<file path="src/pointer_defines.svh">
`ifndef POINTER_DEFINES_SVH
`define POINTER_DEFINES_SVH

// Special-function addresses seen by the core
`define PTR_LOW_ADDR 8'h82
`define PTR_HIGH_ADDR 8'h83
`define CTRL_ADDR 8'h85
`define MODE_ADDR 8'h86

// Control register fields and reset value
`define CTRL_SEL_BIT 0
`define CTRL_TOGGLE_BIT 6
`define CTRL_RESET 8'h00
`define CTRL_LIVE_MASK 8'h41

// Mode register fields and reset value
`define MODE_FIRST_LSB 0
`define MODE_SECOND_LSB 2
`define MODE_RESET 4'h0

// Step mode codes
`define STEP_HOLD 2'h0
`define STEP_RSVD 2'h1
`define STEP_INC 2'h2
`define STEP_DEC 2'h3

// Pointer reset value
`define PTR_RESET 16'h0000

`endif

</file>
<file path="src/pointer_pkg.sv">
package pointer_pkg;

  // One 16-bit external-data address
  typedef logic [15:0] ptr_t;

  // One special-function register byte
  typedef logic [7:0] byte_t;

  // Two-bit automatic step mode
  typedef logic [1:0] step_mode_t;

endpackage

</file>
<file path="src/dual_data_pointer_unit.sv">
// Function
// - External-data address comes from chosen pointer
// - Two pointers; 82h/83h reach only active one
// - Select bit 0 picks first or second
// - Reset clears select; behaves as single pointer
// - Unselected pointer holds and stays hidden
// - Toggle bit 6 swaps selection per move
// - Control at 85h, reset 00h, reserved bits zero
// - Each pointer may auto step per transfer
// - Indirect jump targets accumulator plus pointer
// - Mode field: 00 hold, 10 inc, 11 dec
// - Stepping touches only the selected pointer
// - Only external-data moves trigger stepping
`timescale 1ns/100ps
`include "pointer_defines.svh"

module dual_data_pointer_unit
(
  input wire logic clk,
  input wire logic nrst,
  input wire logic [7:0] sfr_addr,
  input wire logic sfr_wr,
  input wire logic sfr_rd,
  input wire pointer_pkg::byte_t sfr_wdata,
  input wire logic external_data_space_move,
  input wire logic jump_req,
  input wire pointer_pkg::byte_t jump_acc,
  output pointer_pkg::byte_t sfr_rdata_q,
  output pointer_pkg::ptr_t external_data_space_addr_q,
  output pointer_pkg::ptr_t jump_target_q,
  output logic jump_valid_q
);

  // Background pointers and their next values
  pointer_pkg::ptr_t first_ptr_q;
  pointer_pkg::ptr_t first_ptr_d;
  pointer_pkg::ptr_t second_ptr_q;
  pointer_pkg::ptr_t second_ptr_d;
  // Stepped candidates from the stepper instances
  pointer_pkg::ptr_t first_step;
  pointer_pkg::ptr_t second_step;
  // Control register live bits
  logic sel_q;
  logic sel_d;
  logic toggle_q;
  logic toggle_d;
  // Mode register, two fields of two bits
  logic [3:0] mode_q;
  logic [3:0] mode_d;
  // Pointer currently acting as the active pointer
  pointer_pkg::ptr_t active_ptr;
  // Write strobes to the pointer bytes
  logic ptr_byte_wr;

  // Picks the pointer that the select bit names
  function automatic pointer_pkg::ptr_t pick(input logic sel, input pointer_pkg::ptr_t p0,
                                             input pointer_pkg::ptr_t p1);
    pick = sel ? p1 : p0;
  endfunction

  // Active pointer as seen by the core
  assign active_ptr = pick(sel_q, first_ptr_q, second_ptr_q);
  // Any write to either pointer byte address
  assign ptr_byte_wr = sfr_wr && (sfr_addr == `PTR_LOW_ADDR || sfr_addr == `PTR_HIGH_ADDR);

  // Stepper for the first pointer
  pointer_stepper u_first_step
  (
    .cur(first_ptr_q),
    .mode(mode_q[`MODE_FIRST_LSB +: 2]),
    .nxt(first_step)
  );

  // Stepper for the second pointer
  pointer_stepper u_second_step
  (
    .cur(second_ptr_q),
    .mode(mode_q[`MODE_SECOND_LSB +: 2]),
    .nxt(second_step)
  );

  // Next state: moves step and toggle, register writes override them
  always_comb
  begin
    first_ptr_d = first_ptr_q;
    second_ptr_d = second_ptr_q;
    sel_d = sel_q;
    toggle_d = toggle_q;
    mode_d = mode_q;
    // A completed external-data move steps only the pointer it used
    if (external_data_space_move)
    begin
      if (sel_q)
      begin
        second_ptr_d = second_step;
      end
      else
      begin
        first_ptr_d = first_step;
      end
      // Swap afterwards so the next move uses the other pointer
      if (toggle_q)
      begin
        sel_d = ~sel_q;
      end
    end
    // Register writes reach only the active pointer
    if (sfr_wr)
    begin
      case (sfr_addr)
        `PTR_LOW_ADDR:
        begin
          if (sel_q)
          begin
            second_ptr_d[7:0] = sfr_wdata;
          end
          else
          begin
            first_ptr_d[7:0] = sfr_wdata;
          end
        end
        `PTR_HIGH_ADDR:
        begin
          if (sel_q)
          begin
            second_ptr_d[15:8] = sfr_wdata;
          end
          else
          begin
            first_ptr_d[15:8] = sfr_wdata;
          end
        end
        `CTRL_ADDR:
        begin
          // Reserved bits are dropped
          sel_d = sfr_wdata[`CTRL_SEL_BIT];
          toggle_d = sfr_wdata[`CTRL_TOGGLE_BIT];
        end
        `MODE_ADDR:
        begin
          mode_d = sfr_wdata[3:0];
        end
        default:
        begin
          // Other addresses belong elsewhere
        end
      endcase
    end
  end

  // Background pointer storage
  always_ff @(posedge clk or negedge nrst)
  begin
    if (!nrst)
    begin
      first_ptr_q <= `PTR_RESET;
      second_ptr_q <= `PTR_RESET;
    end
    else
    begin
      first_ptr_q <= first_ptr_d;
      second_ptr_q <= second_ptr_d;
    end
  end

  // Control and mode registers; reset selects the first pointer
  always_ff @(posedge clk or negedge nrst)
  begin
    if (!nrst)
    begin
      // Both live bits take their reset value from the control reset byte
      sel_q <= 1'(`CTRL_RESET >> `CTRL_SEL_BIT);
      toggle_q <= 1'(`CTRL_RESET >> `CTRL_TOGGLE_BIT);
      mode_q <= `MODE_RESET;
    end
    else
    begin
      sel_q <= sel_d;
      toggle_q <= toggle_d;
      mode_q <= mode_d;
    end
  end

  // External-data address register, follows the next active pointer
  always_ff @(posedge clk or negedge nrst)
  begin
    if (!nrst)
    begin
      external_data_space_addr_q <= `PTR_RESET;
    end
    else
    begin
      external_data_space_addr_q <= pick(sel_d, first_ptr_d, second_ptr_d);
    end
  end

  // Read data, answered one cycle after the read strobe
  always_ff @(posedge clk or negedge nrst)
  begin
    if (!nrst)
    begin
      sfr_rdata_q <= 8'h00;
    end
    else if (sfr_rd)
    begin
      case (sfr_addr)
        `PTR_LOW_ADDR: sfr_rdata_q <= active_ptr[7:0];
        `PTR_HIGH_ADDR: sfr_rdata_q <= active_ptr[15:8];
        `CTRL_ADDR: sfr_rdata_q <= {1'b0, toggle_q, 5'h00, sel_q};
        `MODE_ADDR: sfr_rdata_q <= {4'h0, mode_q};
        default: sfr_rdata_q <= 8'h00;
      endcase
    end
  end

  // Indirect jump target: accumulator plus active pointer
  always_ff @(posedge clk or negedge nrst)
  begin
    if (!nrst)
    begin
      jump_target_q <= `PTR_RESET;
      jump_valid_q <= 1'b0;
    end
    else
    begin
      jump_valid_q <= jump_req;
      if (jump_req)
      begin
        jump_target_q <= active_ptr + {8'h00, jump_acc};
      end
    end
  end
endmodule

</file>
<file path="src/pointer_stepper.sv">
`timescale 1ns/100ps
`include "pointer_defines.svh"

// Works out the pointer value after one external-data move
module pointer_stepper
(
  input wire pointer_pkg::ptr_t cur,
  input wire pointer_pkg::step_mode_t mode,
  output pointer_pkg::ptr_t nxt
);

  // Increment, decrement or hold; the reserved code holds
  always_comb
  begin
    unique case (mode)
      `STEP_INC: nxt = cur + 16'h0001;
      `STEP_DEC: nxt = cur - 16'h0001;
      `STEP_HOLD: nxt = cur;
      `STEP_RSVD: nxt = cur;
    endcase
  end

endmodule

</file>
<file path="config.mk">
export PLATFORM = sky130hd
export DESIGN_NAME = dual_data_pointer_unit
export DESIGN_NICKNAME = d
export VERILOG_FILES = /design/src/pointer_pkg.sv /design/src/dual_data_pointer_unit.sv /design/src/pointer_stepper.sv
export VERILOG_INCLUDE_DIRS = /design/src
export SDC_FILE = /design/constraint.sdc
export NUM_CORES = 1
export LEC_CHECK = 0
export BUFFER_PORTS_ARGS = -buffer_cell sky130_fd_sc_hd__clkbuf_2
export CORE_MARGIN = 3
export CORE_UTILIZATION = 54
export CTS_CLUSTER_DIAMETER = 60
export DETAILED_ROUTE_END_ITERATION = 10
export GPL_ROUTABILITY_DRIVEN = 0
export PLACE_DENSITY_LB_ADDON = 0.12
export SLEW_MARGIN = 10
export SYNTH_ARGS = -nofsm -noshare
export SYNTH_HDL_FRONTEND = slang
export SYNTH_SLANG_ARGS = --single-unit
</file>
<file path="constraint.sdc">
create_clock -name clk -period 3.5 [get_ports clk]
set_input_delay 0.175 -clock clk [delete_from_list [all_inputs] [get_ports clk]]
set_output_delay 0.175 -clock clk [all_outputs]
set_load 0.005 [all_outputs]
</file>
==> results of run 1 <==
==> logic make-up after synthesis <==
family | after synthesis
XOR/XNOR | 34
multiplexers | 56
adder cells (fa/ha/maj) | 11
AND/OR/NAND/NOR | 254
flip-flops | 79
buffers and inverters | 64
AO/OA/AOI/OAI | 156
==> path summary, 6_finish.rpt <==
check                      cells after the start                        endpoint         startpoint
setup / recovery                              10  external_data_space_addr_q[14]          mode_q[0]
hold / removal                                 1   external_data_space_addr_q[5]               nrst
setup reg to reg                              10  external_data_space_addr_q[14]          mode_q[0]
hold reg to reg                                1               jump_target_q[14]  jump_target_q[14]
max in group asynchronous                      1                  first_ptr_q[8]               nrst
min in group clk                               2                  sfr_rdata_q[7]             sfr_rd
==> cells in the mapped netlist, drive strengths merged, types with 8 or more instances <==
cell type	number	share of area
and3	12	0.013
xnor2	21	0.032
nor3	27	0.024
buf	14	0.012
a21oi	44	0.039
inv	15	0.0099
clkbuf	34	0.022
o21ai	37	0.032
mux2	44	0.087
o22ai	8	0.0088
xor2	13	0.020
nor4	13	0.017
ha	10	0.022
nand2	41	0.027
nor2	64	0.043
nand4	13	0.014
dfrtp	79	0.35
nand3b	8	0.011
nand3	23	0.020
or3	9	0.011
mux2i	12	0.021
==> cells in the final DEF, fill, tap and decap left out, types with 5 or more instances in the layout <==
cell type                  instances
sky130_fd_sc_hd__or4_1             5
sky130_fd_sc_hd__a21o_1            5
sky130_fd_sc_hd__ha_1             10
sky130_fd_sc_hd__nand4_1          13
sky130_fd_sc_hd__o21ai_0          35
sky130_fd_sc_hd__nand3b_1          8
sky130_fd_sc_hd__o22ai_1           8
sky130_fd_sc_hd__xnor2_1          21
sky130_fd_sc_hd__mux2i_1          12
sky130_fd_sc_hd__mux2_2           43
sky130_fd_sc_hd__dfrtp_1          79
sky130_fd_sc_hd__nor2_1           63
sky130_fd_sc_hd__o211ai_1          5
sky130_fd_sc_hd__nand2b_1          5
sky130_fd_sc_hd__inv_1            15
sky130_fd_sc_hd__nand2_1          41
sky130_fd_sc_hd__or3_1             8
sky130_fd_sc_hd__clkbuf_2         69
sky130_fd_sc_hd__nor3_1           27
sky130_fd_sc_hd__and3b_1           5
sky130_fd_sc_hd__a21oi_1          43
sky130_fd_sc_hd__xor2_1           13
sky130_fd_sc_hd__nand3_1          23
sky130_fd_sc_hd__buf_4            11
sky130_fd_sc_hd__and3_1           12
sky130_fd_sc_hd__nor4_1           12
sky130_fd_sc_hd__clkbuf_8         11
==> report_power, final <==
group          total (W)  leakage [nW]  internal, W  switching (W)
sequential       0.00122          1.05      0.00106       0.000164
clock           0.000728         0.107     0.000372       0.000357
combinational    0.00107          1.60     0.000459       0.000607
==> final cells by class <==
| type | instances | area [sq um] | share of cell area |
|---|---|---|---|
| sequential | 79 | 1980 | 0.313 |
| multi-input combinational | 511 | 3480 | 0.550 |
| timing repair buffer | 80 | 428 | 0.0678 |
| inverter | 16 | 60.1 | 0.00951 |
| tap | 133 | 166 | 0.0264 |
| clock inverter | 4 | 52.6 | 0.00832 |
| clock buffer | 12 | 155 | 0.0246 |
==> per-layer routing <==
| layer | share of wire | vias to the layer above | global-route usage |
|---|---|---|---|
| met5 | 0 | - | 0 |
| met3 | 0.10 | 55 | 0.0521 |
| li1 | - | 2511 | - |
| met1 | 0.43 | 2639 | 0.448 |
| met2 | 0.43 | 374 | 0.456 |
| met4 | 0.028 | 0 | 0.0983 |
==> metrics by stage <==
step	cell area [sq um]	std cells	worst slack [ps]	utilization
after floorplan	5710	654	112	-
after global placement	6110	819	581	0.608
after detailed placement	6110	819	415	0.608
after CTS	6310	835	420	0.629
after global routing	6310	835	108	0.629
final	6310	835	339	0.629
==> critical path: cells and delay by family, from the launching register on <==
kind	cells	cell delay [ps]
flip-flops	1	580
AO/OA/AOI/OAI	5	1090
XOR/XNOR	1	170
AND/OR/NAND/NOR	3	850
adder cells (fa/ha/maj)	1	380
==> sequential cells by signal, summed over array words and instances, names as in the netlist <==
name,flops
sel_q,1
second_ptr_q,16
first_ptr_q,16
mode_q,4
external_data_space_addr_q,16
toggle_q,1
sfr_rdata_q,8
jump_valid_q,1
jump_target_q,16
==> results.yml, run 1 <==
pwr:
  p_total_w: 0.00302
  power_density_mw_per_mm2: 478
  irDropWorstVdd_mv: 0.308
  power.static_leakage_nw: 2.76
drt:
  wl_per_cell_microns: 21.0
  via_per_inst: 6.68
  drc: 0
  num_vias: 5579
  route.antenna.remaining_nets: 0
  drt-pass1-iter-count: 5
  drt-initial-drc-count: 649
  routed_wl_microns: 17500
finish:
  drive_above_1_share: 0.219
  num-fill-cells: 853
  nNetsFinal: 738
  n_antenna_cell: 0
  layout-area-overhead-vs-synth_pct: 10.6
yosys:
  main_combinational_cell_family_by_area_after_synthesis: "simple AND/OR/NAND/NOR gates"
  count_of_flip_flops_with_a_built_in_enable_after_synthesis: 0
  yosys_most_used_dff: "sky130_fd_sc_hd__dfrtp_1"
  syn-num-nets: 695
  synth-compound-area-share: 0.181
  postSynth.asyncResetShare: 1.00
  syn_inst_count: 654
  synth_adder_area_share: 0.0254
  yosys.area_share.simple: 0.241
  muxShareOfSynthArea: 0.108
  mappedNetlistArea_sq_mm: 0.00571
  synth.yosys.seq_area_share: 0.346
  yosys_register_bits: 79
  synthesis.yosys.warnings: 0
  ys_types: 82
  synth_area_per_cell_sq_um: 8.73
  synth_xor_area_frac: 0.0521
critical_path:
  timing.critical_path.slowest_stage_cell: "sky130_fd_sc_hd__dfrtp_1"
  timing.critical_path.from_type: "register"
  crit_path_cell_trace: "nand2_1 -> xnor2_1 -> ha_1 -> nand4_1 -> nor4_1 -> o21ai_0 -> a221oi_1 -> o22a_2 -> o221ai_1 -> a221oi_1"
  crit_top_cell: "sky130_fd_sc_hd__a221oi_1"
  cpPeakStageDelay_ps: 580
  timing.critical_path.to_type: "register"
  critPathKind: "reg -> reg"
  critical_path_peak_fanout: 9
  regToRegSetupSlack_ps: 340
  worst_ep_required_time_ps: 3760
  crit_arrival_ps: 3420
global_routing:
  grt_pass1_vias: 5135
  globalRouteOverflowTotal: 0
  pin_count_of_the_biggest_net_entering_global_routing: 80
  grt_first_pass_wirelength_microns: 27700
  track_usage: 0.304
  number_of_antenna_violations_at_the_first_check_in_global_routing: 0
timing:
  final.setup_skew_ps: 12.3
  max_clock_freq_mhz: 316
  finalSetupTns_ps: 0
  holdWs_ps: -51.2
  max_slew.worst_pin.slew_ps: 1010
  period_minus_slack_ps: 3160
  timing.final.crit_share: 0.903
  rsz0062_at_grt: "false"
  final_hold_viol_count: 28
  timing.slew.headroom: 0.325
  slew_violations: 0
  setup_viol_count_final: 0
clocking:
  tritoncts_clock_tree: "done"
  tritoncts_sinks: 79
  post_cts_hold_buffer_count: 0
  cts_setup_buffers: 0
  clockRootBuffer: "sky130_fd_sc_hd__clkbuf_8"
  clk_pin_slew_worst_paths_ps: 80
  tritoncts.num_buffers: 9
  cts-htree-levels: 3
  insertion_delay_ps: 360
  clockBufferDepth: 2
  cts_resized: 0
placed_design:
  port_buffers: 70
  hpwlAfterDp_microns: 13000
flow_run:
  max_cap_violations: 0
status:
  violations: "negative hold slack"
  status: "complete, but fails checks"
floorplanning:
  fp-row-count: 36
  initial_core_util: 0.569
  design.die.area_sq_mm: 0.0118
  die_height_microns: 109
  pin_count: 71
  core_area_sq_mm: 0.0100
  die_x_microns: 109
min_path:
  timing.hold.worst.class: "in -> async"
(Power assumes the default switching activity.)
==> run 2: changes to the inputs <==
SYNTH_HIERARCHICAL = 1   (was not set)
==> run 2 against run 1 <==
Against the previous run:
- the flow now finishes without violations
- worst hold slack improved by 170 ps
- sequential cell count stayed put
- via count decreased by 3.3%
- sequential power is 38% higher
- first-iteration DRC count fell by 16%
- synthesized cell count is 0.15% lower
- register-to-register slack better by 70 ps
- utilization down 0.55 points
- worst setup slack better by 71 ps
- total power grew 59%
- non-clock buffer count is 1 lower
- cell area up 3.7%
==> results.yml, run 2 <==
floorplanning:
  die_x_microns: 111
  initial_core_util: 0.564
  design.die.area_sq_mm: 0.0123
  core_area_sq_mm: 0.0105
  pin_count: 71
  fp-row-count: 37
  die_height_microns: 111
drt:
  via_per_inst: 6.37
  num_vias: 5397
  wl_per_cell_microns: 20.3
  drt-initial-drc-count: 542
  drt-pass1-iter-count: 7
  drc: 0
  route.antenna.remaining_nets: 0
  routed_wl_microns: 17200
critical_path:
  worst_ep_required_time_ps: 3760
  timing.critical_path.to_type: "register"
  critical_path_peak_fanout: 14
  timing.critical_path.slowest_stage_cell: "sky130_fd_sc_hd__dfrtp_1"
  timing.critical_path.from_type: "register"
  cpPeakStageDelay_ps: 390
  critPathKind: "reg -> reg"
  crit_path_cell_trace: "nand2_2 -> xnor2_1 -> ha_1 -> o311a_1 -> a2bb2oi_1 -> nor3_1 -> a211oi_1 -> mux2i_1 -> xnor2_1 -> nor2_1 -> mux2i_1 -> o21a_1 -> mux2_1"
  crit_arrival_ps: 3350
yosys:
  postSynth.asyncResetShare: 1.00
  synth_top_cells_by_area: "sky130_fd_sc_hd__dfrtp_1 (33%), sky130_fd_sc_hd__mux2i_1 (8.1%), sky130_fd_sc_hd__mux2_2 (7.0%), sky130_fd_sc_hd__xnor2_1 (4.6%), sky130_fd_sc_hd__nor2_1 (3.7%)"
  yosys_most_used_dff: "sky130_fd_sc_hd__dfrtp_1"
  synth.most_common_cell: "sky130_fd_sc_hd__dfrtp_1"
  yosys_register_bits: 79
  synth.yosys.seq_area_share: 0.334
  count_of_flip_flops_with_a_built_in_enable_after_synthesis: 0
  ys_types: 72
  ys_top_cells_by_count: "sky130_fd_sc_hd__dfrtp_1 (79), sky130_fd_sc_hd__nor2_1 (58), sky130_fd_sc_hd__nand2_1 (54), sky130_fd_sc_hd__mux2i_1 (48), sky130_fd_sc_hd__mux2_2 (37)"
  synth.largest_area_cell: "sky130_fd_sc_hd__dfrtp_1"
  yosys.area.top_type_share: 0.334
  synth_area_per_cell_sq_um: 9.07
  mappedNetlistArea_sq_mm: 0.00593
  syn-num-nets: 694
  syn_inst_count: 653
  synthesis.yosys.warnings: 6
timing:
  final.setup_skew_ps: 5.06
  final_hold_viol_count: 0
  rsz0062_at_grt: "false"
  setup_viol_count_final: 0
  finalSetupTns_ps: 0
  max_clock_freq_mhz: 324
  timing.slew.headroom: 0.329
  final_critical_path_setup_slack_ps: 409
  timing.final.crit_share: 0.883
  slew_violations: 0
  period_minus_slack_ps: 3090
  max_slew.worst_pin.slew_ps: 1010
global_routing:
  grt_first_pass_wirelength_microns: 27700
  globalRouteOverflowTotal: 0
  grt_pass1_vias: 5140
  track_usage: 0.281
  pin_count_of_the_biggest_net_entering_global_routing: 80
  number_of_antenna_violations_at_the_first_check_in_global_routing: 0
flow_run:
  max_cap_violations: 0
placed_design:
  port_buffers: 70
  place_ws_ps: 552
  hpwlAfterDp_microns: 12600
clocking:
  insertion_delay_ps: 370
  cts-htree-levels: 3
  clockRootBuffer: "sky130_fd_sc_hd__clkbuf_8"
  tritoncts_clock_tree: "done"
  clk_pin_slew_worst_paths_ps: 80
  tritoncts.num_buffers: 9
  clockBufferDepth: 2
  tritoncts_sinks: 79
  cts_resized: 0
pwr:
  power_switching_w: 0.00207
  power.static_leakage_nw: 2.76
  power_switching_share: 0.432
  seqPwrFrac: 0.350
  power_density_mw_per_mm2: 732
  intPower_w: 0.00272
  power.combinational.fraction: 0.497
  share_clk_of_total_power: 0.153
  irDropWorstVdd_mv: 0.355
min_path:
  timing.hold.worst.class: "in -> reg"
finish:
  drive_above_1_share: 0.218
  most-common-layout-cells: "sky130_fd_sc_hd__dfrtp_1 (79), sky130_fd_sc_hd__clkbuf_2 (69), sky130_fd_sc_hd__nor2_1 (58), sky130_fd_sc_hd__nand2_1 (54), sky130_fd_sc_hd__mux2i_1 (48)"
  nNetsFinal: 747
  leading_cell_type_in_the_layout_fill_and_taps_excluded: "sky130_fd_sc_hd__dfrtp_1"
  n_antenna_cell: 0
  layout-area-overhead-vs-synth_pct: 10.5
status:
  status: "complete, no violations"
run 2: logic make-up (layout without fill, tap and decap cells):
family / Yosys count / after routing / synth area share
fa+ha+maj: 11 / 11 / 0.0245
compound gates: 151 / 151 / 0.173
buf+inv: 52 / 110 / 0.0403
xor+xnor: 38 / 38 / 0.0562
flops: 79 / 79 / 0.334
mux: 88 / 88 / 0.157
simple gates: 234 / 234 / 0.216
run 2: power groups by stage:
stage	Sequential [W]	Clock (W)	Combinational, W
global placement	0.00167	0	0.00231
global route	0.00173	0.000796	0.00262
CTS	0.00166	0.000751	0.00237
floorplan	0.00149	0	0.00178
detailed placement	0.00168	0	0.00235
finish	0.00168	0.000734	0.00238
run 2: cell type report:
class / instances / area [sq um]
fillers: 921 / 3960
repair buffers: 79 / 423
multi-input cells: 522 / 3710
inverters: 15 / 56.3
flip-flops and latches: 79 / 1980
clock inverters: 2 / 37.5
well taps: 136 / 170
clock buffers: 14 / 173
run 2: critical path: cells and delay by family, from the launching register on:
family | cells | cell delay, ps
multiplexers | 3 | 660
XOR/XNOR | 2 | 260
AO/OA/AOI/OAI | 4 | 900
flip-flops | 1 | 390
AND/OR/NAND/NOR | 3 | 480
adder cells (fa/ha/maj) | 1 | 250
run 2: worst paths after layout:
kind	cells after the start	endpoint	from	slack, ps
max in group asynchronous	2	first_ptr_q[2]	nrst	2330
setup / recovery	13	external_data_space_addr_q[14]	mode_q[2]	410
hold / removal	2	sfr_rdata_q[6]	sfr_rd	120
hold reg to reg	1	jump_target_q[4]	jump_target_q[4]	480
min in group asynchronous	2	jump_valid_q	nrst	500
setup reg to reg	13	external_data_space_addr_q[14]	mode_q[2]	410
run 2: what timing repair did:
action,4_1_cts,5_1_grt
hold buffers,1,0
setup buffers,0,0
hold endpoints to repair,16,0
run 2: routing by layer:
metal	track usage	up-vias	wire length (microns)
met5	0	-	0
met4	0.120	0	620
met3	0.0535	52	1160
met2	0.437	271	7860
met1	0.383	2557	7550
li1	-	2517	-
run 2: per-stage QoR:
stage	hold slack (ps)	utilization	total power [W]	area, sq um	cells
global placement	399	0.602	0.00398	6330	830
floorplan	-121	-	0.00328	5930	653
CTS	95.2	0.623	0.00479	6550	847
finish	122	0.623	0.00480	6550	847
detailed placement	411	0.602	0.00403	6330	830
global route	134	0.623	0.00514	6550	847
==> run 3: changes to the inputs <==
ABC_AREA = 1   (was not set)
CORE_UTILIZATION = 55   (was 54)
==> run 3 against run 2 <==
Against the previous run:
- largest power group unchanged
- the run now ends with negative hold slack left
- die area up 18%
- sequential share of layout area down 5.1 points
- cell area up 20%
- sequential power up 5%
- first-iteration DRC count up 27%
- synthesized area up 22%
==> results.yml, run 3 <==
status:
  status: "complete, but fails checks"
  violations: "negative hold slack"
drt:
  routed_wl_microns: 21100
  via_per_inst: 5.37
  route.antenna.remaining_nets: 0
  drt-pass1-iter-count: 6
  drc: 0
  wl_per_cell_microns: 15.1
  num_vias: 7500
  drt-initial-drc-count: 688
clocking:
  insertion_delay_ps: 350
  cts-htree-levels: 3
  tritoncts_sinks: 79
  cts_resized: 0
  clockBufferDepth: 2
  post_cts_hold_buffer_count: 0
  clk_pin_slew_worst_paths_ps: 70
  cts_setup_buffers: 0
  tritoncts.num_buffers: 9
  tritoncts_clock_tree: "done"
  clockRootBuffer: "sky130_fd_sc_hd__clkbuf_16"
yosys:
  synth.largest_area_cell: "sky130_fd_sc_hd__dfrtp_1"
  yosys_register_bits: 79
  ys_types: 43
  synth.most_common_cell: "sky130_fd_sc_hd__nand2_1"
  postSynth.asyncResetShare: 1.00
  ys_top_cells_by_count: "sky130_fd_sc_hd__nand2_1 (430), sky130_fd_sc_hd__nand3_1 (169), sky130_fd_sc_hd__inv_1 (147), sky130_fd_sc_hd__dfrtp_1 (79), sky130_fd_sc_hd__o21ai_0 (55)"
  syn_inst_count: 1167
  synthesis.yosys.warnings: 6
  yosys.area.top_type_share: 0.274
  synth.yosys.seq_area_share: 0.274
  synth_top_cells_by_area: "sky130_fd_sc_hd__dfrtp_1 (27%), sky130_fd_sc_hd__nand2_1 (22%), sky130_fd_sc_hd__nand3_1 (12%), sky130_fd_sc_hd__inv_1 (7.6%), sky130_fd_sc_hd__o21ai_0 (3.8%)"
  synth_area_per_cell_sq_um: 6.18
  count_of_flip_flops_with_a_built_in_enable_after_synthesis: 0
  syn-num-nets: 1208
  mappedNetlistArea_sq_mm: 0.00721
  yosys_most_used_dff: "sky130_fd_sc_hd__dfrtp_1"
timing:
  max_slew.worst_pin.slew_ps: 1030
  final.setup_skew_ps: 8.42
  final_critical_path_setup_slack_ps: 835
  rsz0062_at_grt: "false"
  setup_viol_count_final: 0
  timing.final.crit_share: 0.762
  holdWs_ps: -13.4
  max_clock_freq_mhz: 375
  slew_violations: 0
  period_minus_slack_ps: 2670
  finalSetupTns_ps: 0
  final_hold_viol_count: 13
  timing.slew.headroom: 0.310
placed_design:
  hpwlAfterDp_microns: 16100
  place_inst: 1380
  place_ws_ps: 927
  port_buffers: 70
finish:
  n_antenna_cell: 0
  finalNonFillerCells: 1396
  fin_util: 0.619
  nNetsFinal: 1260
  leading_cell_type_in_the_layout_fill_and_taps_excluded: "sky130_fd_sc_hd__nand2_1"
  most-common-layout-cells: "sky130_fd_sc_hd__nand2_1 (430), sky130_fd_sc_hd__nand3_1 (169), sky130_fd_sc_hd__inv_1 (147), sky130_fd_sc_hd__dfrtp_1 (79), sky130_fd_sc_hd__clkbuf_2 (69)"
  layout-area-overhead-vs-synth_pct: 9.16
  drive_above_1_share: 0.152
floorplanning:
  design.die.area_sq_mm: 0.0145
  fp-row-count: 41
  die_height_microns: 121
  pin_count: 71
  initial_core_util: 0.567
  die_x_microns: 121
  core_area_sq_mm: 0.0127
critical_path:
  crit_arrival_ps: 2870
  critPathKind: "reg -> reg"
  timing.critical_path.from_type: "register"
  critical_path_peak_fanout: 31
  crit_start: "mode_q[3]"
  rr_startpoint: "mode_q[3]"
  timing.critical_path.to_type: "register"
  worst_ep_required_time_ps: 3700
min_path:
  timing.hold.worst.class: "in -> async"
flow_run:
  max_cap_violations: 0
global_routing:
  number_of_antenna_violations_at_the_first_check_in_global_routing: 0
  track_usage: 0.298
  grt_pass1_vias: 7015
  grt_first_pass_wirelength_microns: 34600
  pin_count_of_the_biggest_net_entering_global_routing: 80
  globalRouteOverflowTotal: 0
pwr:
  irDropWorstVdd_mv: 0.412
  power_density_mw_per_mm2: 854
  p_total_w: 0.00673
  power.static_leakage_nw: 4.48
run 3: metrics by stage:
| stage | cell area [sq um] | hold slack [ps] |
|---|---|---|
| final | 7880 | -13.4 |
| after global routing | 7880 | 77.7 |
| after CTS | 7880 | 50.6 |
| after detailed placement | 7590 | 412 |
| after global placement | 7590 | 418 |
| after floorplan | 7210 | -121 |
run 3: logic make-up (layout without fill, tap and decap cells):
kind of cell / Yosys count / after routing / synth area share
AOI/OAI and AO/OA: 130 / 130 / 0.0969
xor gates and xnor gates: 16 / 16 / 0.0194
adders and majority gates: 11 / 11 / 0.0201
buffers and inverters: 199 / 256 / 0.125
DFF: 79 / 79 / 0.274
muxes: 4 / 4 / 0.00624
and+or+nand+nor: 728 / 728 / 0.458
run 3: layout make-up:
| cell class | count | area (sq um) |
|---|---|---|
| fill | 1307 | 4850 |
| multi-input combinational | 889 | 4340 |
| sequential | 79 | 1980 |
| inverter | 160 | 632 |
| timing repair buffer | 80 | 428 |
| clock buffer | 9 | 225 |
| tap | 172 | 215 |
| clock inverter | 7 | 61.3 |
run 3: path summary, 6_finish.rpt:
| kind | end | slack [ps] | cells past startpoint |
|---|---|---|---|
| min | mode_q[1] | -10 | 1 |
| max reg2reg | external_data_space_addr_q[12] | 830 | 17 |
| min in group clk | second_ptr_q[7] | 120 | 3 |
| max | external_data_space_addr_q[12] | 830 | 17 |
| max in group asynchronous | jump_target_q[5] | 2810 | 1 |
| min reg2reg | jump_target_q[0] | 480 | 2 |
run 3: routing by layer:
| metal | part of all wire | global-route usage |
|---|---|---|
| met1 | 0.43 | 0.402 |
| met2 | 0.46 | 0.473 |
| met3 | 0.068 | 0.0486 |
| met4 | 0.039 | 0.130 |
| met5 | 0 | 0 |
run 3: report_power, final:
group	switching (W)	total, W	internal [W]
combinational	0.00264	0.00407	0.00143
clock	0.000410	0.000903	0.000494
sequential	0.000490	0.00176	0.00127
total	0.00353	0.00673	0.00319
run 3: critical path: stages (launching register included):
cell	delay [ps]
sky130_fd_sc_hd__dfrtp_1	360
sky130_fd_sc_hd__buf_4	320
sky130_fd_sc_hd__nand3_2	160
sky130_fd_sc_hd__nand2_1	100
sky130_fd_sc_hd__inv_1	40
sky130_fd_sc_hd__ha_1	170
sky130_fd_sc_hd__inv_1	70
sky130_fd_sc_hd__nand2_1	70
sky130_fd_sc_hd__nand3_1	130
sky130_fd_sc_hd__o21bai_2	100
sky130_fd_sc_hd__nand3_1	100
sky130_fd_sc_hd__nand3_1	90
sky130_fd_sc_hd__nand3_1	110
sky130_fd_sc_hd__nand2_1	60
sky130_fd_sc_hd__nand3_1	70
sky130_fd_sc_hd__nand2_1	50
sky130_fd_sc_hd__o21ai_0	390
sky130_fd_sc_hd__o21ai_1	130
